--- config.mk ---
export PLATFORM = sky130hd
export DESIGN_NAME = lane_link_monitor_regs
export DESIGN_NICKNAME = d
export VERILOG_FILES = /design/src/rtl/lane_mon_pkg.sv /design/src/rtl/lane_link_monitor_regs.sv
export SDC_FILE = /design/constraint.sdc
export NUM_CORES = 1
export LEC_CHECK = 0
export BUFFER_PORTS_ARGS = -buffer_cell sky130_fd_sc_hd__buf_4
export CAP_MARGIN = 20
export CORE_MARGIN = 2
export CORE_UTILIZATION = 49
export DETAILED_ROUTE_END_ITERATION = 8
export PLACE_DENSITY = 0.76
export SYNTH_ARGS = -nofsm -noshare
export SYNTH_HDL_FRONTEND = slang
export SYNTH_SLANG_ARGS = --single-unit
--- constraint.sdc ---
create_clock -name clk_sys -period 7.31 [get_ports clk_sys]
set_input_delay 1.462 -clock clk_sys [delete_from_list [all_inputs] [get_ports clk_sys]]
set_output_delay 1.462 -clock clk_sys [all_outputs]
set_load 0.03 [all_outputs]
--- src/rtl/lane_mon_pkg.sv ---
// Package of offsets, field positions, reset values and carriers for the lane monitor registers
package lane_mon_pkg;

   // ==========================================================================
   // Register map, byte addresses
   // ==========================================================================
   localparam logic [11:0] ADDR_TEST_MODE       = 12'h000;
   localparam logic [11:0] ADDR_ERR_REPORT      = 12'h004;
   localparam logic [11:0] LANE_BASE            = 12'h800;
   localparam int          LANE_STRIDE_LSB      = 6;
   localparam logic [5:0]  OFS_PHASE_ADJUST     = 6'h1C;
   localparam logic [5:0]  OFS_TEST_CHAR_ERR    = 6'h20;
   localparam logic [5:0]  OFS_DECODE_ERR       = 6'h24;
   localparam logic [5:0]  OFS_TEST_ILA_CNT     = 6'h28;
   localparam logic [5:0]  OFS_TEST_MF_CNT      = 6'h2C;
   localparam logic [5:0]  OFS_BUF_FILL         = 6'h30;

   // ==========================================================================
   // Field positions and reset values
   // ==========================================================================
   localparam int          POS_ADJ_DIR          = 16;
   localparam int          POS_ADJ_REQ          = 8;
   localparam int          POS_ADJ_CNT          = 0;
   localparam int          ADJ_CNT_W            = 4;
   localparam int          TEST_MODE_W          = 3;
   localparam int          POS_ERR_CNT_EN       = 0;
   localparam logic [2:0]  RST_TEST_MODE        = 3'h0;
   localparam logic        RST_ERR_CNT_EN       = 1'b0;
   localparam logic [31:0] RST_COUNT            = 32'h0000_0000;

   // ==========================================================================
   // Test modes and characters
   // ==========================================================================
   localparam logic [2:0]  MODE_CONT_COMMA      = 3'h1;
   localparam logic [2:0]  MODE_CONT_ILA        = 3'h2;
   localparam logic [7:0]  CHAR_K28_5           = 8'hBC;

   // Subclass 2 phase-adjust fields of the alignment configuration
   typedef struct packed {
      logic                 direction;
      logic                 request;
      logic [3:0]           step_count;
   } phase_adjust_s;

   localparam phase_adjust_s RST_PHASE_ADJUST   = '{1'b0, 1'b0, 4'h0};

   // Per-lane events reported by the lane receive path
   typedef struct packed {
      logic                 char_valid;
      logic                 char_is_k;
      logic [7:0]           char_data;
      logic                 char_unexpected;
      logic                 ila_end;
      logic                 multiframe_end;
      logic                 disparity_err;
      logic                 not_in_table_err;
   } lane_event_s;

endpackage

--- src/rtl/lane_link_monitor_regs.sv ---
// Per-lane status, diagnostic counters and phase-adjust registers of a serial converter link
`timescale 1ns/1ps

// Contract
// - Every register of the group except the test mode and error report words exists once per lane and keeps that lane's values apart.
// - Bit 16 of the alignment-configuration word is the Subclass 2 adjust direction, reset 0.
// - Bit 8 of the same word is the Subclass 2 phase-adjust request, reset 0.
// - Bits 3:0 of the same word hold the Subclass 2 adjust step count, reset 0x0.
// - A receiver holds fields captured from the lane; a transmitter sends programmed fields.
// - In test mode 001 the test error count rises for each received character not K28.5.
// - In test mode 010 the test error count rises for each unexpected received character.
// - The test error count clears on entering an active test mode and holds on leaving it.
// - While enabled, the link error count rises by one in each cycle with a disparity or not-in-table error.
// - Turning the error count enable off and on again resets the link error count.
// - In test mode 010 a counter counts whole alignment sequences, cleared on entry, held after.
// - In test mode 010 a counter counts alignment multiframes, cleared on entry, held after.
// - Bits 9:0 of a read-only register report the lane's receive buffer fill level.
// - The management register port and the lane events are both sampled on the one clock clk_sys.
module lane_link_monitor_regs #(
   parameter int            NUM_LANES = 2,
   parameter int            FILL_W    = 10,
   parameter bit            IS_RX     = 1'b1
) (
   // Clock and reset
   input  wire logic                                  clk_sys,
   input  wire logic                                  srst,
   // Management register port
   input  wire logic                                  reg_wr,
   input  wire logic                                  reg_rd,
   input  wire logic [11:0]                           reg_addr,
   input  wire logic [31:0]                           reg_wdata,
   output logic      [31:0]                           reg_rdata,
   output logic                                       reg_rvalid,
   // Lane receive events and status
   input  wire lane_mon_pkg::lane_event_s [NUM_LANES-1:0]   lane_event,
   input  wire logic  [NUM_LANES-1:0][FILL_W-1:0]           lane_buf_fill,
   input  wire logic  [NUM_LANES-1:0]                        ila_cfg_capture,
   input  wire lane_mon_pkg::phase_adjust_s [NUM_LANES-1:0] ila_cfg_rx,
   // Fields sent in the alignment sequence, and controls to the lanes
   output lane_mon_pkg::phase_adjust_s [NUM_LANES-1:0]      ila_cfg_tx,
   output logic      [2:0]                                   test_mode,
   output logic                                              err_cnt_en
);

   // ==========================================================================
   // Helpers
   // ==========================================================================
   // Next value of a counter: a clear still keeps an event of the same cycle
   function automatic logic [31:0] cnt_next(input logic [31:0] cnt,
                                            input logic        inc,
                                            input logic        clr);
      logic [31:0] base;
      base = clr ? lane_mon_pkg::RST_COUNT : cnt;
      return base + {31'h0000_0000, inc};
   endfunction

   // Packs the phase-adjust fields into their register word, other bits zero
   function automatic logic [31:0] pack_adj(input lane_mon_pkg::phase_adjust_s f);
      logic [31:0] w;
      w = 32'h0000_0000;
      w[lane_mon_pkg::POS_ADJ_DIR] = f.direction;
      w[lane_mon_pkg::POS_ADJ_REQ] = f.request;
      w[lane_mon_pkg::POS_ADJ_CNT +: lane_mon_pkg::ADJ_CNT_W] = f.step_count;
      return w;
   endfunction

   // ==========================================================================
   // Per-lane storage and address decode
   // ==========================================================================
   lane_mon_pkg::phase_adjust_s [NUM_LANES-1:0] phase_adj;
   logic [NUM_LANES-1:0][31:0]  test_err_cnt;
   logic [NUM_LANES-1:0][31:0]  link_err_cnt;
   logic [NUM_LANES-1:0][31:0]  ila_cnt;
   logic [NUM_LANES-1:0][31:0]  mf_cnt;
   logic [NUM_LANES-1:0][FILL_W-1:0] buf_fill;
   logic [2:0]                  prev_mode;
   logic                        prev_err_en;
   logic                        lane_hit;
   logic [4:0]                  lane_sel;
   logic [5:0]                  lane_ofs;
   logic                        enter_active;
   logic                        enter_ila;
   logic                        err_reenable;

   // Lane window decode
   assign lane_hit = reg_addr[11] && (int'(reg_addr[10:6]) < NUM_LANES);
   assign lane_sel = reg_addr[10:6];
   assign lane_ofs = reg_addr[5:0];

   // Mode entry and enable re-arm detection
   assign enter_active = (test_mode != prev_mode) &&
                         (test_mode == lane_mon_pkg::MODE_CONT_COMMA ||
                          test_mode == lane_mon_pkg::MODE_CONT_ILA);
   assign enter_ila    = (test_mode != prev_mode) &&
                         (test_mode == lane_mon_pkg::MODE_CONT_ILA);
   assign err_reenable = err_cnt_en && !prev_err_en;

   // ==========================================================================
   // Global control registers
   // ==========================================================================
   // Test mode selector and error count enable, written by software
   always_ff @(posedge clk_sys) begin
      if (srst) begin
         test_mode  <= lane_mon_pkg::RST_TEST_MODE;
         err_cnt_en <= lane_mon_pkg::RST_ERR_CNT_EN;
      end else if (reg_wr) begin
         if (reg_addr == lane_mon_pkg::ADDR_TEST_MODE) begin
            test_mode <= reg_wdata[lane_mon_pkg::TEST_MODE_W-1:0];
         end
         if (reg_addr == lane_mon_pkg::ADDR_ERR_REPORT) begin
            err_cnt_en <= reg_wdata[lane_mon_pkg::POS_ERR_CNT_EN];
         end
      end
   end

   // History of mode and enable for edge detection
   always_ff @(posedge clk_sys) begin
      if (srst) begin
         prev_mode   <= lane_mon_pkg::RST_TEST_MODE;
         prev_err_en <= lane_mon_pkg::RST_ERR_CNT_EN;
      end else begin
         prev_mode   <= test_mode;
         prev_err_en <= err_cnt_en;
      end
   end

   // ==========================================================================
   // Per-lane logic
   // ==========================================================================
   for (genvar g = 0; g < NUM_LANES; g++) begin : g_lane
      lane_mon_pkg::lane_event_s ev;
      logic                      test_err_inc;
      logic                      wr_adj;
      assign ev     = lane_event[g];
      assign wr_adj = reg_wr && lane_hit && (int'(lane_sel) == g) &&
                      (lane_ofs == lane_mon_pkg::OFS_PHASE_ADJUST);

      // Character error per active test mode
      always_comb begin
         test_err_inc = 1'b0;
         if (ev.char_valid) begin
            if (test_mode == lane_mon_pkg::MODE_CONT_COMMA) begin
               test_err_inc = !(ev.char_is_k &&
                                ev.char_data == lane_mon_pkg::CHAR_K28_5);
            end else if (test_mode == lane_mon_pkg::MODE_CONT_ILA) begin
               test_err_inc = ev.char_unexpected;
            end
         end
      end

      // Phase-adjust fields: captured on receive, programmed on transmit
      always_ff @(posedge clk_sys) begin
         if (srst) begin
            phase_adj[g] <= lane_mon_pkg::RST_PHASE_ADJUST;
         end else if (IS_RX) begin
            if (ila_cfg_capture[g]) begin
               phase_adj[g] <= ila_cfg_rx[g];
            end
         end else if (wr_adj) begin
            phase_adj[g].direction  <= reg_wdata[lane_mon_pkg::POS_ADJ_DIR];
            phase_adj[g].request    <= reg_wdata[lane_mon_pkg::POS_ADJ_REQ];
            phase_adj[g].step_count <=
               reg_wdata[lane_mon_pkg::POS_ADJ_CNT +: lane_mon_pkg::ADJ_CNT_W];
         end
      end

      // Transmit copy of the fields toward the alignment sequence generator
      always_ff @(posedge clk_sys) begin
         if (srst) begin
            ila_cfg_tx[g] <= lane_mon_pkg::RST_PHASE_ADJUST;
         end else begin
            ila_cfg_tx[g] <= IS_RX ? lane_mon_pkg::RST_PHASE_ADJUST : phase_adj[g];
         end
      end

      // Test character error counter, held outside active modes
      always_ff @(posedge clk_sys) begin
         if (srst) begin
            test_err_cnt[g] <= lane_mon_pkg::RST_COUNT;
         end else if (enter_active || test_err_inc) begin
            test_err_cnt[g] <= cnt_next(test_err_cnt[g], test_err_inc, enter_active);
         end
      end

      // Link decode error counter, re-armed by the enable
      always_ff @(posedge clk_sys) begin
         if (srst) begin
            link_err_cnt[g] <= lane_mon_pkg::RST_COUNT;
         end else if (err_cnt_en) begin
            link_err_cnt[g] <= cnt_next(link_err_cnt[g],
                                        ev.disparity_err || ev.not_in_table_err,
                                        err_reenable);
         end
      end

      // Alignment sequence and multiframe counters in mode 010
      always_ff @(posedge clk_sys) begin
         if (srst) begin
            ila_cnt[g] <= lane_mon_pkg::RST_COUNT;
            mf_cnt[g]  <= lane_mon_pkg::RST_COUNT;
         end else if (test_mode == lane_mon_pkg::MODE_CONT_ILA) begin
            ila_cnt[g] <= cnt_next(ila_cnt[g], ev.ila_end, enter_ila);
            mf_cnt[g]  <= cnt_next(mf_cnt[g], ev.multiframe_end, enter_ila);
         end
      end

      // Buffer fill level sample
      always_ff @(posedge clk_sys) begin
         if (srst) begin
            buf_fill[g] <= '0;
         end else begin
            buf_fill[g] <= lane_buf_fill[g];
         end
      end
   end

   // ==========================================================================
   // Read path
   // ==========================================================================
   logic [31:0] next_rdata;

   // Read data mux, unmapped and reserved bits give zero
   always_comb begin
      next_rdata = 32'h0000_0000;
      if (reg_addr == lane_mon_pkg::ADDR_TEST_MODE) begin
         next_rdata[lane_mon_pkg::TEST_MODE_W-1:0] = test_mode;
      end else if (reg_addr == lane_mon_pkg::ADDR_ERR_REPORT) begin
         next_rdata[lane_mon_pkg::POS_ERR_CNT_EN] = err_cnt_en;
      end else if (lane_hit) begin
         unique case (lane_ofs)
            lane_mon_pkg::OFS_PHASE_ADJUST:  next_rdata = pack_adj(phase_adj[lane_sel]);
            lane_mon_pkg::OFS_TEST_CHAR_ERR: next_rdata = test_err_cnt[lane_sel];
            lane_mon_pkg::OFS_DECODE_ERR:    next_rdata = link_err_cnt[lane_sel];
            lane_mon_pkg::OFS_TEST_ILA_CNT:  next_rdata = ila_cnt[lane_sel];
            lane_mon_pkg::OFS_TEST_MF_CNT:   next_rdata = mf_cnt[lane_sel];
            lane_mon_pkg::OFS_BUF_FILL:      next_rdata[FILL_W-1:0] = buf_fill[lane_sel];
            default:                         next_rdata = 32'h0000_0000;
         endcase
      end
   end

   // Registered read answer, one cycle after the strobe
   always_ff @(posedge clk_sys) begin
      if (srst) begin
         reg_rdata  <= 32'h0000_0000;
         reg_rvalid <= 1'b0;
      end else begin
         reg_rvalid <= reg_rd;
         reg_rdata  <= reg_rd ? next_rdata : 32'h0000_0000;
      end
   end
endmodule

=== Word level (Yosys, flattened, before mapping) ===
Index checks and enable logic that the tools add are counted.
W data, S select, Z words.

* Reduce and logical (&&, ||, !) cells: 19
* $add $sub $neg: 8
* Muxes and demuxes: 32
* Equality and inequality tests: 12
* Magnitude comparators: 2
* Bitwise operators: 2

{| class="wikitable"
|+ Operator list
! kind !! number
|-
| $mux W32 || 16
|-
| $add A32 B1 Y32 || 8
|-
| $pmux W22 S5 || 1
|-
| $pmux W10 S6 || 1
|-
| $eq A6 B6 Y1 const B || 5
|-
| $mux W10 || 2
|-
| $eq A8 B8 Y1 const B || 2
|-
| $eq A12 B3 Y1 const B || 1
|-
| $logic_not A12 Y1 || 1
|-
| $mux W6 || 2
|-
| $lt A5 B2 Y1 const B || 2
|-
| $mux W1 || 7
|-
| $eq A6 B5 Y1 const B || 1
|-
| $logic_and A1 B1 Y1 || 6
|-
| $mux W3 || 2
|-
| $logic_or A1 B1 Y1 || 5
|-
| $reduce_or A5 Y1 || 1
|-
| $reduce_and A2 Y1 || 2
|-
| $eq A3 B1 Y1 const B || 1
|-
| $eq A3 B2 Y1 const B || 1
|-
| $logic_not A1 Y1 || 3
|-
| $ne A3 B3 Y1 || 1
|-
| $mux W2 || 1
|-
| $not A1 Y1 || 2
|-
| $reduce_or A2 Y1 || 1
|}

* Word-level logic and storage cells: 98
* Output and inout port bits: 49
* Input port bits: 112
* Register bits: 329

=== Logic depth before layout (Yosys ltp) ===
Gate-level depths: netlist of the first run.

* Word-level depth: 6
* Depth in mapped cells: 15

=== Worst setup path before layout of the first run ===
OpenSTA, ideal clock, no wires.

* Path type: in2reg
* Start: in lane_event[21] (netlist name)
* End: reg test_err_cnt[57] (netlist name)
* Library setup time: 128 ps
* Path buffers: 2
* Stages on the path: 12
* Setup slack: 3,246 ps
* Arrival: 3,936 ps
* Required time: 7,182 ps
* Cell sequence: or3b_2 o31a_1 o21ai_1 inv_1 buf_2 ha_1 and4_1 o211ai_1 clkbuf_1 nor4_1 xnor2_1 nor2_1

* Longest elaborated chain between the ends: 6
* Elaborated cells on any way between the ends: 7
* Classes of those cells: 1 x add/sub; 1 x eq/ne; 2 x mux; 3 x reduce/logical

{| class="wikitable"
|+ Ends and longest elaborated chain
! what !! RTL line !! RTL
|-
| from (decl) || lane_link_monitor_regs.sv:35 || <nowiki>input wire lane_mon_pkg::lane_event_s [NUM_LANES-1:0] lane_event,</nowiki>
|-
| $eq A8 B8 Y1 * || lane_link_monitor_regs.sv:144 || <nowiki>ev.char_data == lane_mon_pkg::CHAR_K28_5);</nowiki>
|-
| $logic_and A1 B1 Y1 * || lane_link_monitor_regs.sv:143 || <nowiki>test_err_inc = !(ev.char_is_k &&</nowiki>
|-
| $logic_not A1 Y1 * || lane_link_monitor_regs.sv:143 ||
|-
| $mux W1 * || lane_link_monitor_regs.sv:142 || <nowiki>if (test_mode == lane_mon_pkg::MODE_CONT_COMMA) begin</nowiki>
|-
| $mux W1 * || lane_link_monitor_regs.sv:141 || <nowiki>if (ev.char_valid) begin</nowiki>
|-
| $add A32 B1 Y32 or $logic_or A1 B1 Y1 (tied branches) || lane_link_monitor_regs.sv:54, lane_link_monitor_regs.sv:180 ||
|-
| to (signal, indexed assignment) || lane_link_monitor_regs.sv:179 || <nowiki>test_err_cnt[g] <= lane_mon_pkg::RST_COUNT;</nowiki>
|-
| to (signal, indexed assignment) || lane_link_monitor_regs.sv:181 || <nowiki>test_err_cnt[g] <= cnt_next(test_err_cnt[g], test_err_inc, enter_active);</nowiki>
|-
| to (decl) || lane_link_monitor_regs.sv:71 || <nowiki>logic [NUM_LANES-1:0][31:0] test_err_cnt;</nowiki>
|}

Mark *: on every way between the ends. The rest lies on a longest branch, timed or not.
A chain may end at the register's enable or synchronous reset.

=== Final worst setup path of the first run ===
* Start: in lane_event[4] (netlist name)
* End: reg test_err_cnt[30] (netlist name)

* Longest elaborated chain between the ends: 4
* Elaborated cells on any way between the ends: 5
* Classes of those cells: 1 x add/sub; 3 x mux; 1 x reduce/logical

{| class="wikitable"
|+ Ends and longest elaborated chain
! what !! RTL line !! RTL
|-
| $mux W1 * || lane_link_monitor_regs.sv:145 || <nowiki>end else if (test_mode == lane_mon_pkg::MODE_CONT_ILA) begin</nowiki>
|-
| $mux W1 * || lane_link_monitor_regs.sv:142 ||
|-
| $mux W1 * || lane_link_monitor_regs.sv:141 ||
|-
| $add A32 B1 Y32 or $logic_or A1 B1 Y1 (tied branches) || lane_link_monitor_regs.sv:54, lane_link_monitor_regs.sv:180 ||
|}

Marks and branches as above.

==> summary.md, run 1 <==
| Metric | Value |
|---|---|
| Clock Pin Slew Worst Setup and Hold Paths | 0.06 ns |
| Core Region | 0.03336 sq mm |
| Setup TNS | 0 ns |
| Clk pwr share | 47.9% |
| Hold WS | 0.4644 ns |
| Vias per cell | 5.955 |
| Largest cells by area after synthesis | dfxtp_1 40%, nor2_1 6.8%, xor2_1 6.3% |
| I/O Buffers | 119 |
| Gpl congestion | 0.9308 |
| Switch Pwr | 835.1 uW |
| Most frequent cells in the layout | 329 x dfxtp_1, 299 x nor2_1, 182 x nand2_1, 139 x buf_4, 119 x xor2_1 |
| Flops & latches, synth | 329 |
| CTS resizes | 0 |
| Setup Buffers After CTS | 0 |
| Yosys warning count | 0 |
| R2R Path End | ila_cnt[30] |
| Largest net degree at the start of global routing | 66 |
| Period utilisation layout | 54.80% |
| Vias in the first global route | 14070 |
| Htree depth | 2 |
| Clock root buffer | clkbuf_16 |
| DRT antenna net count | 0 |
| Max Cap Viol | 0 |
| FFs w/ async S/R, synth | 0% |
| Layout cells sized above 1 | 11.11% |
| Actual slew at the worst max-slew pin | 1.194 ns |
| Worst EP arrival | 4.46 ns |
| Final Hold Viols | 0 |
| FF-to-FF Start | prev_mode[1] |
| Peak supply drop | 0.0001397 V |
| CTS Sinks | 329 |
| Setup CP Type | primary input to flop |
| Max Root-Sink Buffers | 3 |
| Worst-skew pair later-pin latency | 0.52 ns |
| Final Skew | 0.01694 ns |
| Setup violations, final | 0 |
| FMAX | 249.6 MHz |
| Cell variety after synth | 77 |
| Rows | 67 |
| Tmin final | 4.006 ns |
| Post-synth EDFFs | 0 |
| CP required | 7.76 ns |
| Pint | 2940 uW |
| Cell count after synthesis | 1998 |
| R2R depth | 11 |
| Die width | 187.5 microns |
| P_leak | 0.006751 uW |
| CTS tree | yes |
| Hold Path Depth | 2 |
| Hold Startpoint | ila_cnt[0] |
| Worst hold endpoint | ila_cnt[0] |
| Final slew viol count | 0 |
| Fillers | 2963 |
| Synth top area share | 39.94% |
| First-pass GRT wire length | 74610 microns |
| Initial antenna violation count | 1 |
| Crit end category | flop |
| Die area | 0.03514 sq mm |
| Status | finished, final reports clean |
| # hold bufs at CTS | 0 |
| CP Launch Type | primary input |
| Sw Share | 22.12% |
| Die Y-Extent | 187.5 microns |
| Seq pwr share | 47.9% |
| Crit-path max FO | 13 |
| Avg WL per Cell | 18.63 microns |
| DR pass1 iterations | 6 |
| Initial core utilization | 49.43% |
| Area Growth Syn to Fin | 14.03% |
| Power Total | 3775 uW |
| Vias | 15100 |
| Total grt overflow | 0 |
| DRT iter0 DRCs | 1460 |
| Commonest non-fill, non-tap cell in the layout | dfxtp_1 |
| GRT Util Overall | 26.20% |
| DRC Markers | 0 |
| Synth Flop Type | dfxtp_1 |
| Post-synth top area cell | dfxtp_1 |
| Power share of the combinational group | 4.2% |
| Register-to-Register Setup Slack | 3.31 ns |
| Cts bufs inserted | 35 |
| I/O pin total | 161 |
| DP Wirelength | 33310 microns |
| Syn Area/Cell | 8.254 sq um |
| Inserted Diodes | 0 |
| Post-Syn Area | 0.01649 sq mm |
| Routed WL | 47240 microns |
| Register area share after synthesis | 39.94% |
| Worst hold path class | flop to flop |
| Final nets | 2190 |
| Pwr Density | 200.8 mW/mm^2 |
| RSZ-0062 raised after global routing | false |
| Relative slew slack | 20.37% |
-- area by class of cell --
cell class | instances | area, sq um | share of cell area, %
tap | 448 | 560.5 | 2.981
multi-input combinational | 1531 | 9323 | 49.58
timing repair buffer | 140 | 1064 | 5.656
inverter | 25 | 93.84 | 0.4990
clock inverter | 8 | 73.82 | 0.3926
sequential | 329 | 6586 | 35.03
clock buffer | 55 | 1104 | 5.869
-- state kept, by name, summed over array words and instances (netlist names) --
register and cells:
ila_cnt 64, link_err_cnt 64, mf_cnt 64, test_err_cnt 64, reg_rdata 32, buf_fill 20, phase_adj 12, prev_mode 3
test_mode 3, err_cnt_en 1, prev_err_en 1, reg_rvalid 1
-- logic make-up (layout without fill, tap and decap cells) --
| kind of cell | after synthesis | in the layout | synth area share [%] |
|---|---|---|---|
| AOI/OAI and AO/OA | 279 | 279 | 10.21 |
| adders and majority gates | 16 | 16 | 1.214 |
| xor gates and xnor gates | 200 | 200 | 10.62 |
| and+or+nand+nor | 928 | 928 | 27.83 |
| DFF | 329 | 329 | 39.94 |
| buffers and inverters | 149 | 228 | 3.847 |
| other | 1 | 12 | 0.02274 |
| muxes | 96 | 96 | 6.313 |
-- critical path, cell delays in order --
cell      delay, ns
buf_4          0.08
and4bb_2       0.34
o21a_1         0.25
o21ai_0        0.24
inv_1          0.19
ha_1           0.21
ha_1           0.22
and3_1         0.17
o2111a_1       0.50
nand2_1        0.13
or4_1          0.52
a21oi_1        0.15
-- per-stage QoR --
stage | cell area, sq um | util [%] | cells | setup WS [ns]
2_1_floorplan | 16530 | - | 2009 | 3.246
3_3_place_gp | 17600 | 52.75 | 2471 | 2.860
3_5_place_dp | 17600 | 52.75 | 2471 | 2.800
4_1_cts | 18780 | 56.28 | 2534 | 3.293
5_1_grt | 18800 | 56.36 | 2536 | 3.056
6_report | 18800 | 56.36 | 2536 | 3.304
-- synth_stat cells (16+ instances only) --
master,number
and2_1,28
or3_1,20
nand4_1,77
and3_1,39
clkbuf_1,87
ha_1,16
nor4_1,29
mux2i_1,86
nand2_1,182
nand3_1,98
nor2_1,299
xor2_1,119
nor3_1,57
inv_1,24
xnor2_1,81
a21oi_1,105
dfxtp_1,329
o22ai_1,20
and4_1,22
o21ai_0,82
nor2b_1,32
-- power groups by stage --
| stage | registers, uW | clock network (uW) | logic, uW |
|---|---|---|---|
| 6_report | 1810 | 1810 | 158 |
| 5_1_grt | 1810 | 1890 | 168 |
| 4_1_cts | 1810 | 1820 | 155 |
| 3_5_place_dp | 1850 | 0 | 155 |
| 3_3_place_gp | 1850 | 0 | 152 |
| 2_1_floorplan | 1850 | 0 | 98.4 |
-- worst max-delay path by stage --
stage / startpoint / slack [ns] / endpoint
after CTS: prev_mode[1] / 3.29 / ila_cnt[30]
after global routing: prev_mode[1] / 3.06 / ila_cnt[30]
after detailed placement: lane_event[4] / 2.80 / test_err_cnt[30]
after floorplan: lane_event[21] / 3.25 / test_err_cnt[57]
final: lane_event[4] / 3.30 / test_err_cnt[30]
after global placement: lane_event[4] / 2.86 / test_err_cnt[30]
-- per-layer routing --
| metal | GRT usage [%] | vias to the layer above | part of all wire, % |
|---|---|---|---|
| met2 | 42.32 | 655 | 46 |
| met1 | 35.19 | 7206 | 42 |
| met5 | 0 | - | 0.036 |
| met4 | 10.99 | 2 | 3.8 |
| met3 | 3.696 | 117 | 7.8 |
| li1 | - | 7121 | - |
Note: power is estimated with default switching activity, not from simulation.
==> run 2: changes to the inputs <==
Settings changed: PLACE_DENSITY 0.76 to 0.79.
Clock period 7.31 ns to 3.2 ns, I/O delays scaled along.
==> run 2 against run 1 <==
Effect of this change:
- global-route usage up 0.44 points
- core utilization up 1.4 points
- non-clock buffer count increased by 46
- clock skew decreased by 0.0013 ns
- combinational power grew 140%
- die area unchanged
- critical endpoint unchanged
- largest cell class unchanged
==> summary.md, run 2 (synthesized netlist as in run 1, its figures left out) <==
| Metric | Value |
|---|---|
| Final slew viol count | 0 |
| Max Root-Sink Buffers | 3 |
| Crit end category | flop |
| CTS tree | yes |
| Area Growth Syn to Fin | 16.82% |
| Final Hold Viols | 0 |
| Final setup margin | 0.1274 ns |
| Power share of the combinational group | 4.3% |
| Non-filler instance count after layout | 2582 |
| Total grt overflow | 0 |
| Gpl congestion | 0.9330 |
| Fillers | 2895 |
| DP Wirelength | 34560 microns |
| FMAX | 325.5 MHz |
| Placed cell area | 0.01802 sq mm |
| Clock root buffer | clkbuf_16 |
| CP required | 3.64 ns |
| Clock Pin Slew Worst Setup and Hold Paths | 0.06 ns |
| Final Skew | 0.01569 ns |
| Htree depth | 2 |
| # hold bufs at CTS | 0 |
| Max Cap Viol | 0 |
| Most frequent cells in the layout | 328 x dfxtp_1, 299 x nor2_1, 182 x buf_4, 181 x nand2_1, 119 x xor2_1 |
| Setup CP Type | flop to flop |
| Commonest non-fill, non-tap cell in the layout | dfxtp_1 |
| Relative slew slack | 41.37% |
| Initial core utilization | 49.43% |
| Vias | 15280 |
| Final nets | 2237 |
| GRT Util Overall | 26.64% |
| R2R depth | 12 |
| Switch Pwr | 1903 uW |
| DR pass1 iterations | 6 |
| Status | finished, final reports clean |
| Post-route design area | 0.01926 sq mm |
| Pwr Density | 453.5 mW/mm^2 |
| Rows | 67 |
| Die area | 0.03514 sq mm |
| Routed WL | 47850 microns |
| Seq pwr share | 47.2% |
| DRT antenna net count | 0 |
| Vias in the first global route | 14620 |
| Crit-path max FO | 13 |
| Inserted Diodes | 0 |
| Vias per cell | 5.919 |
| P_leak | 0.007055 uW |
| Worst EP arrival | 3.51 ns |
| CP Launch Type | flop |
| Peak supply drop | 0.0002964 V |
| Cts bufs inserted | 36 |
| Period utilisation layout | 96.02% |
| First-pass GRT wire length | 76000 microns |
| Tmin final | 3.073 ns |
| Die width | 187.5 microns |
| Hold Path Depth | 2 |
| DRT iter0 DRCs | 1614 |
| Setup violations, final | 0 |
| Die Y-Extent | 187.5 microns |
| Actual slew at the worst max-slew pin | 0.8794 ns |
| Dpl cells | 2518 |
| Avg WL per Cell | 18.53 microns |
| I/O Buffers | 119 |
| Setup WS pre-CTS | 0.03993 ns |
| I/O pin total | 161 |
| Final Core Density | 57.74% |
| Initial antenna violation count | 0 |
| CTS Sinks | 329 |
| Worst hold path class | primary input to flop |
| Clk pwr share | 48.5% |
| Core Region | 0.03336 sq mm |
| Worst-skew pair later-pin latency | 0.52 ns |
| Sw Share | 21.78% |
| DRC Markers | 0 |
| Pint | 6834 uW |
| Layout cells sized above 1 | 13.54% |
| Largest net degree at the start of global routing | 58 |
## run 2: changes by cell type in the layout (fill, tap and decap cells not counted), sizes merged
cell,previous run,this run
buf,140,186
bufinv,1,3
clkbuf,55,53
clkinv,5,7
clkinvlp,2,0
## run 2: worst max-delay path: stages (launching register included)
cell       delay, ns
dfxtp_1         0.38
or3b_1          0.39
buf_4           0.22
a2bb2oi_2       0.18
buf_4           0.18
and2_1          0.13
ha_1            0.17
ha_1            0.17
and3_1          0.16
o2111a_1        0.20
nand2_1         0.15
or4_1           0.53
a21oi_1         0.14
## run 2: area by class of cell
cell class / count / area, sq um / area share (%)
multi-input combinational: 1531 / 9375 / 48.67
sequential: 329 / 6588 / 34.20
timing repair buffer: 186 / 1446 / 7.508
clock buffer: 53 / 1076 / 5.586
tap: 448 / 560.5 / 2.910
clock inverter: 10 / 125.1 / 0.6495
inverter: 25 / 93.84 / 0.4871
## run 2: stage by stage
stage / total power (uW) / hold slack [ns] / TNS (ns)
global placement: 4577 / 0.4486 / 0
finish: 8737 / 0.3374 / 0
CTS: 8767 / 0.3289 / 0
global route: 8979 / 0.3337 / -0.0005627
floorplan: 4441 / 0.4397 / 0
detailed placement: 4585 / 0.4596 / 0
## run 2: per-layer routing
layer,track usage [%],wire length [microns]
met1,33.41,19070
met2,44.40,22400
met4,11.93,2071
met3,5.291,4305
met5,0,0
## run 2: repair_timing
action	CTS	global route
buffers inserted	0	1
endpoints found under the setup margin	0	19
resized for setup	0	9
## run 2: power by group through the flow
stage	Combinational (uW)	Sequential [uW]	Clock [uW]
floorplan	225	4220	0
CTS	367	4130	4270
global placement	359	4220	0
global route	396	4130	4460
detailed placement	367	4220	0
finish	372	4130	4240
## run 2: final timing paths
path                     from  slack, ns                to
min          lane_buf_fill[1]       0.34       buf_fill[1]
min reg2reg        ila_cnt[0]       0.47        ila_cnt[0]
max              prev_mode[1]       0.13  test_err_cnt[30]
max reg2reg      prev_mode[1]       0.13  test_err_cnt[30]
==> run 3: changes to the inputs <==
Settings changed: PLACE_DENSITY 0.79 to 0.75.
==> run 3 against run 2 <==
Effect of this change:
- total power rose by 1.6%
- maximum frequency increased by 0.58%
- clock skew is 0.0035 ns higher
- routed wire length rose by 0.88%
- cell count shrank 0.31%
- critical endpoint unchanged
- clock power increased by 3%
- first-iteration DRC count shrank 0.31%
- global-route usage grew 0.27 points
- via count is 0.50% lower
- sequential power about the same
- largest power group unchanged
- largest cell class unchanged
==> summary.md, run 3 (synthesized netlist as in run 1, its figures left out) <==
| Metric | Value |
|---|---|
| GRT Util Overall | 26.91% |
| Worst EP arrival | 3.50 ns |
| Htree depth | 2 |
| Clock root buffer | clkbuf_16 |
| Max Root-Sink Buffers | 3 |
| Final Hold Viols | 0 |
| Initial antenna violation count | 0 |
| Final slew viol count | 0 |
| Placed cell area | 0.01797 sq mm |
| Routed WL | 48270 microns |
| DP Wirelength | 34940 microns |
| Cts bufs inserted | 36 |
| I/O Buffers | 119 |
| Layout cells sized above 1 | 13.12% |
| P_leak | 0.007036 uW |
| First-pass GRT wire length | 76450 microns |
| DRC Markers | 0 |
| Crit end category | flop |
| FMAX | 327.3 MHz |
| CTS tree | yes |
| Avg WL per Cell | 18.75 microns |
| Actual slew at the worst max-slew pin | 0.9763 ns |
| Die Y-Extent | 187.5 microns |
| Power Total | 8877 uW |
| Final Core Density | 57.67% |
| Setup TNS | 0 ns |
| Vias | 15210 |
| Period utilisation layout | 95.47% |
| Most frequent cells in the layout | 326 x dfxtp_1, 299 x nor2_1, 181 x nand2_1, 177 x buf_4, 119 x xor2_1 |
| I/O pin total | 161 |
| Total grt overflow | 0 |
| CP required | 3.64 ns |
| Largest net degree at the start of global routing | 71 |
| Max Cap Viol | 0 |
| Setup violations, final | 0 |
| Final nets | 2231 |
| Worst-skew pair later-pin latency | 0.52 ns |
| Area Growth Syn to Fin | 16.68% |
| Post-route design area | 0.01924 sq mm |
| CP Launch Type | flop |
| Tmin final | 3.055 ns |
| DRT antenna net count | 0 |
| Worst hold path class | primary input to flop |
| DR pass1 iterations | 9 |
| Inserted Diodes | 0 |
| Relative slew slack | 34.90% |
| Crit-path max FO | 5 |
| Initial core utilization | 49.43% |
| CTS Sinks | 329 |
| Status | finished, final reports clean |
| Peak supply drop | 0.0002977 V |
| Gpl congestion | 0.9343 |
| Clock Pin Slew Worst Setup and Hold Paths | 0.06 ns |
| Vias in the first global route | 14220 |
| Core Region | 0.03336 sq mm |
| Die area | 0.03514 sq mm |
| RSZ-0062 raised after global routing | false |
| Setup Buffers After CTS | 0 |
| Hold WS | 0.3330 ns |
| Pwr Density | 461.3 mW/mm^2 |
| Rows | 67 |
| Commonest non-fill, non-tap cell in the layout | dfxtp_1 |
| Vias per cell | 5.908 |
| Die width | 187.5 microns |
| DRT iter0 DRCs | 1609 |
| Setup CP Type | flop to flop |
| Final Skew | 0.01920 ns |
run 3: what timing repair did:
item	4_1_cts	5_1_grt
hold buffers	0	0
gates resized for setup	0	8
setup endpoints to repair	0	12
run 3: path summary, 6_finish.rpt:
kind / startpoint / endpoint / slack, ns / cells after the start
setup / recovery: prev_mode[1] / test_err_cnt[30] / 0.15 / 10
hold / removal: lane_buf_fill[14] / buf_fill[14] / 0.33 / 2
hold reg to reg: ila_cnt[0] / ila_cnt[0] / 0.47 / 2
setup reg to reg: prev_mode[1] / test_err_cnt[30] / 0.15 / 10
run 3: power by group:
part / switching, uW / total [uW] / internal (uW) / leakage [uW]
Clock: 1660 / 4380 / 2720 / 0.000609
Sequential: 10.7 / 4130 / 4120 / 0.00266
Combinational: 219 / 367 / 147 / 0.00377
Total: 1890 / 8880 / 6990 / 0.00704
run 3: per-layer routing:
layer	track usage [%]	wire (microns)
met5	0	0
met4	9.843	1745
met3	3.996	3696
met2	44.44	22470
met1	35.80	20360
run 3: per-stage QoR:
step / std cells / setup slack [ns]
finish: 2574 / 0.1451
global route: 2574 / 0.02754
CTS: 2574 / 0.01098
detailed placement: 2513 / -0.06297
global placement: 2513 / 0.03052
floorplan: 2009 / 0.01036
run 3: worst max-delay path: stages, from the launching register on:
cell,delay (ns)
dfxtp_1,0.37
or3b_1,0.47
a2bb2oi_2,0.33
and2_1,0.18
ha_1,0.20
ha_1,0.22
and3_1,0.17
o2111a_1,0.24
nand2_1,0.13
or4_1,0.53
a21oi_1,0.16
run 3: area by class of cell:
cell class | instances | area [sq um]
Inverter | 25 | 93.84
Timing Repair Buffer | 180 | 1389
Clock buffer | 54 | 1080
Sequential cell | 329 | 6590
Clock inverter | 7 | 160.2
Multi-Input combinational cell | 1531 | 9369
Fill cell | 2938 | 14120
Tap cell | 448 | 560.5
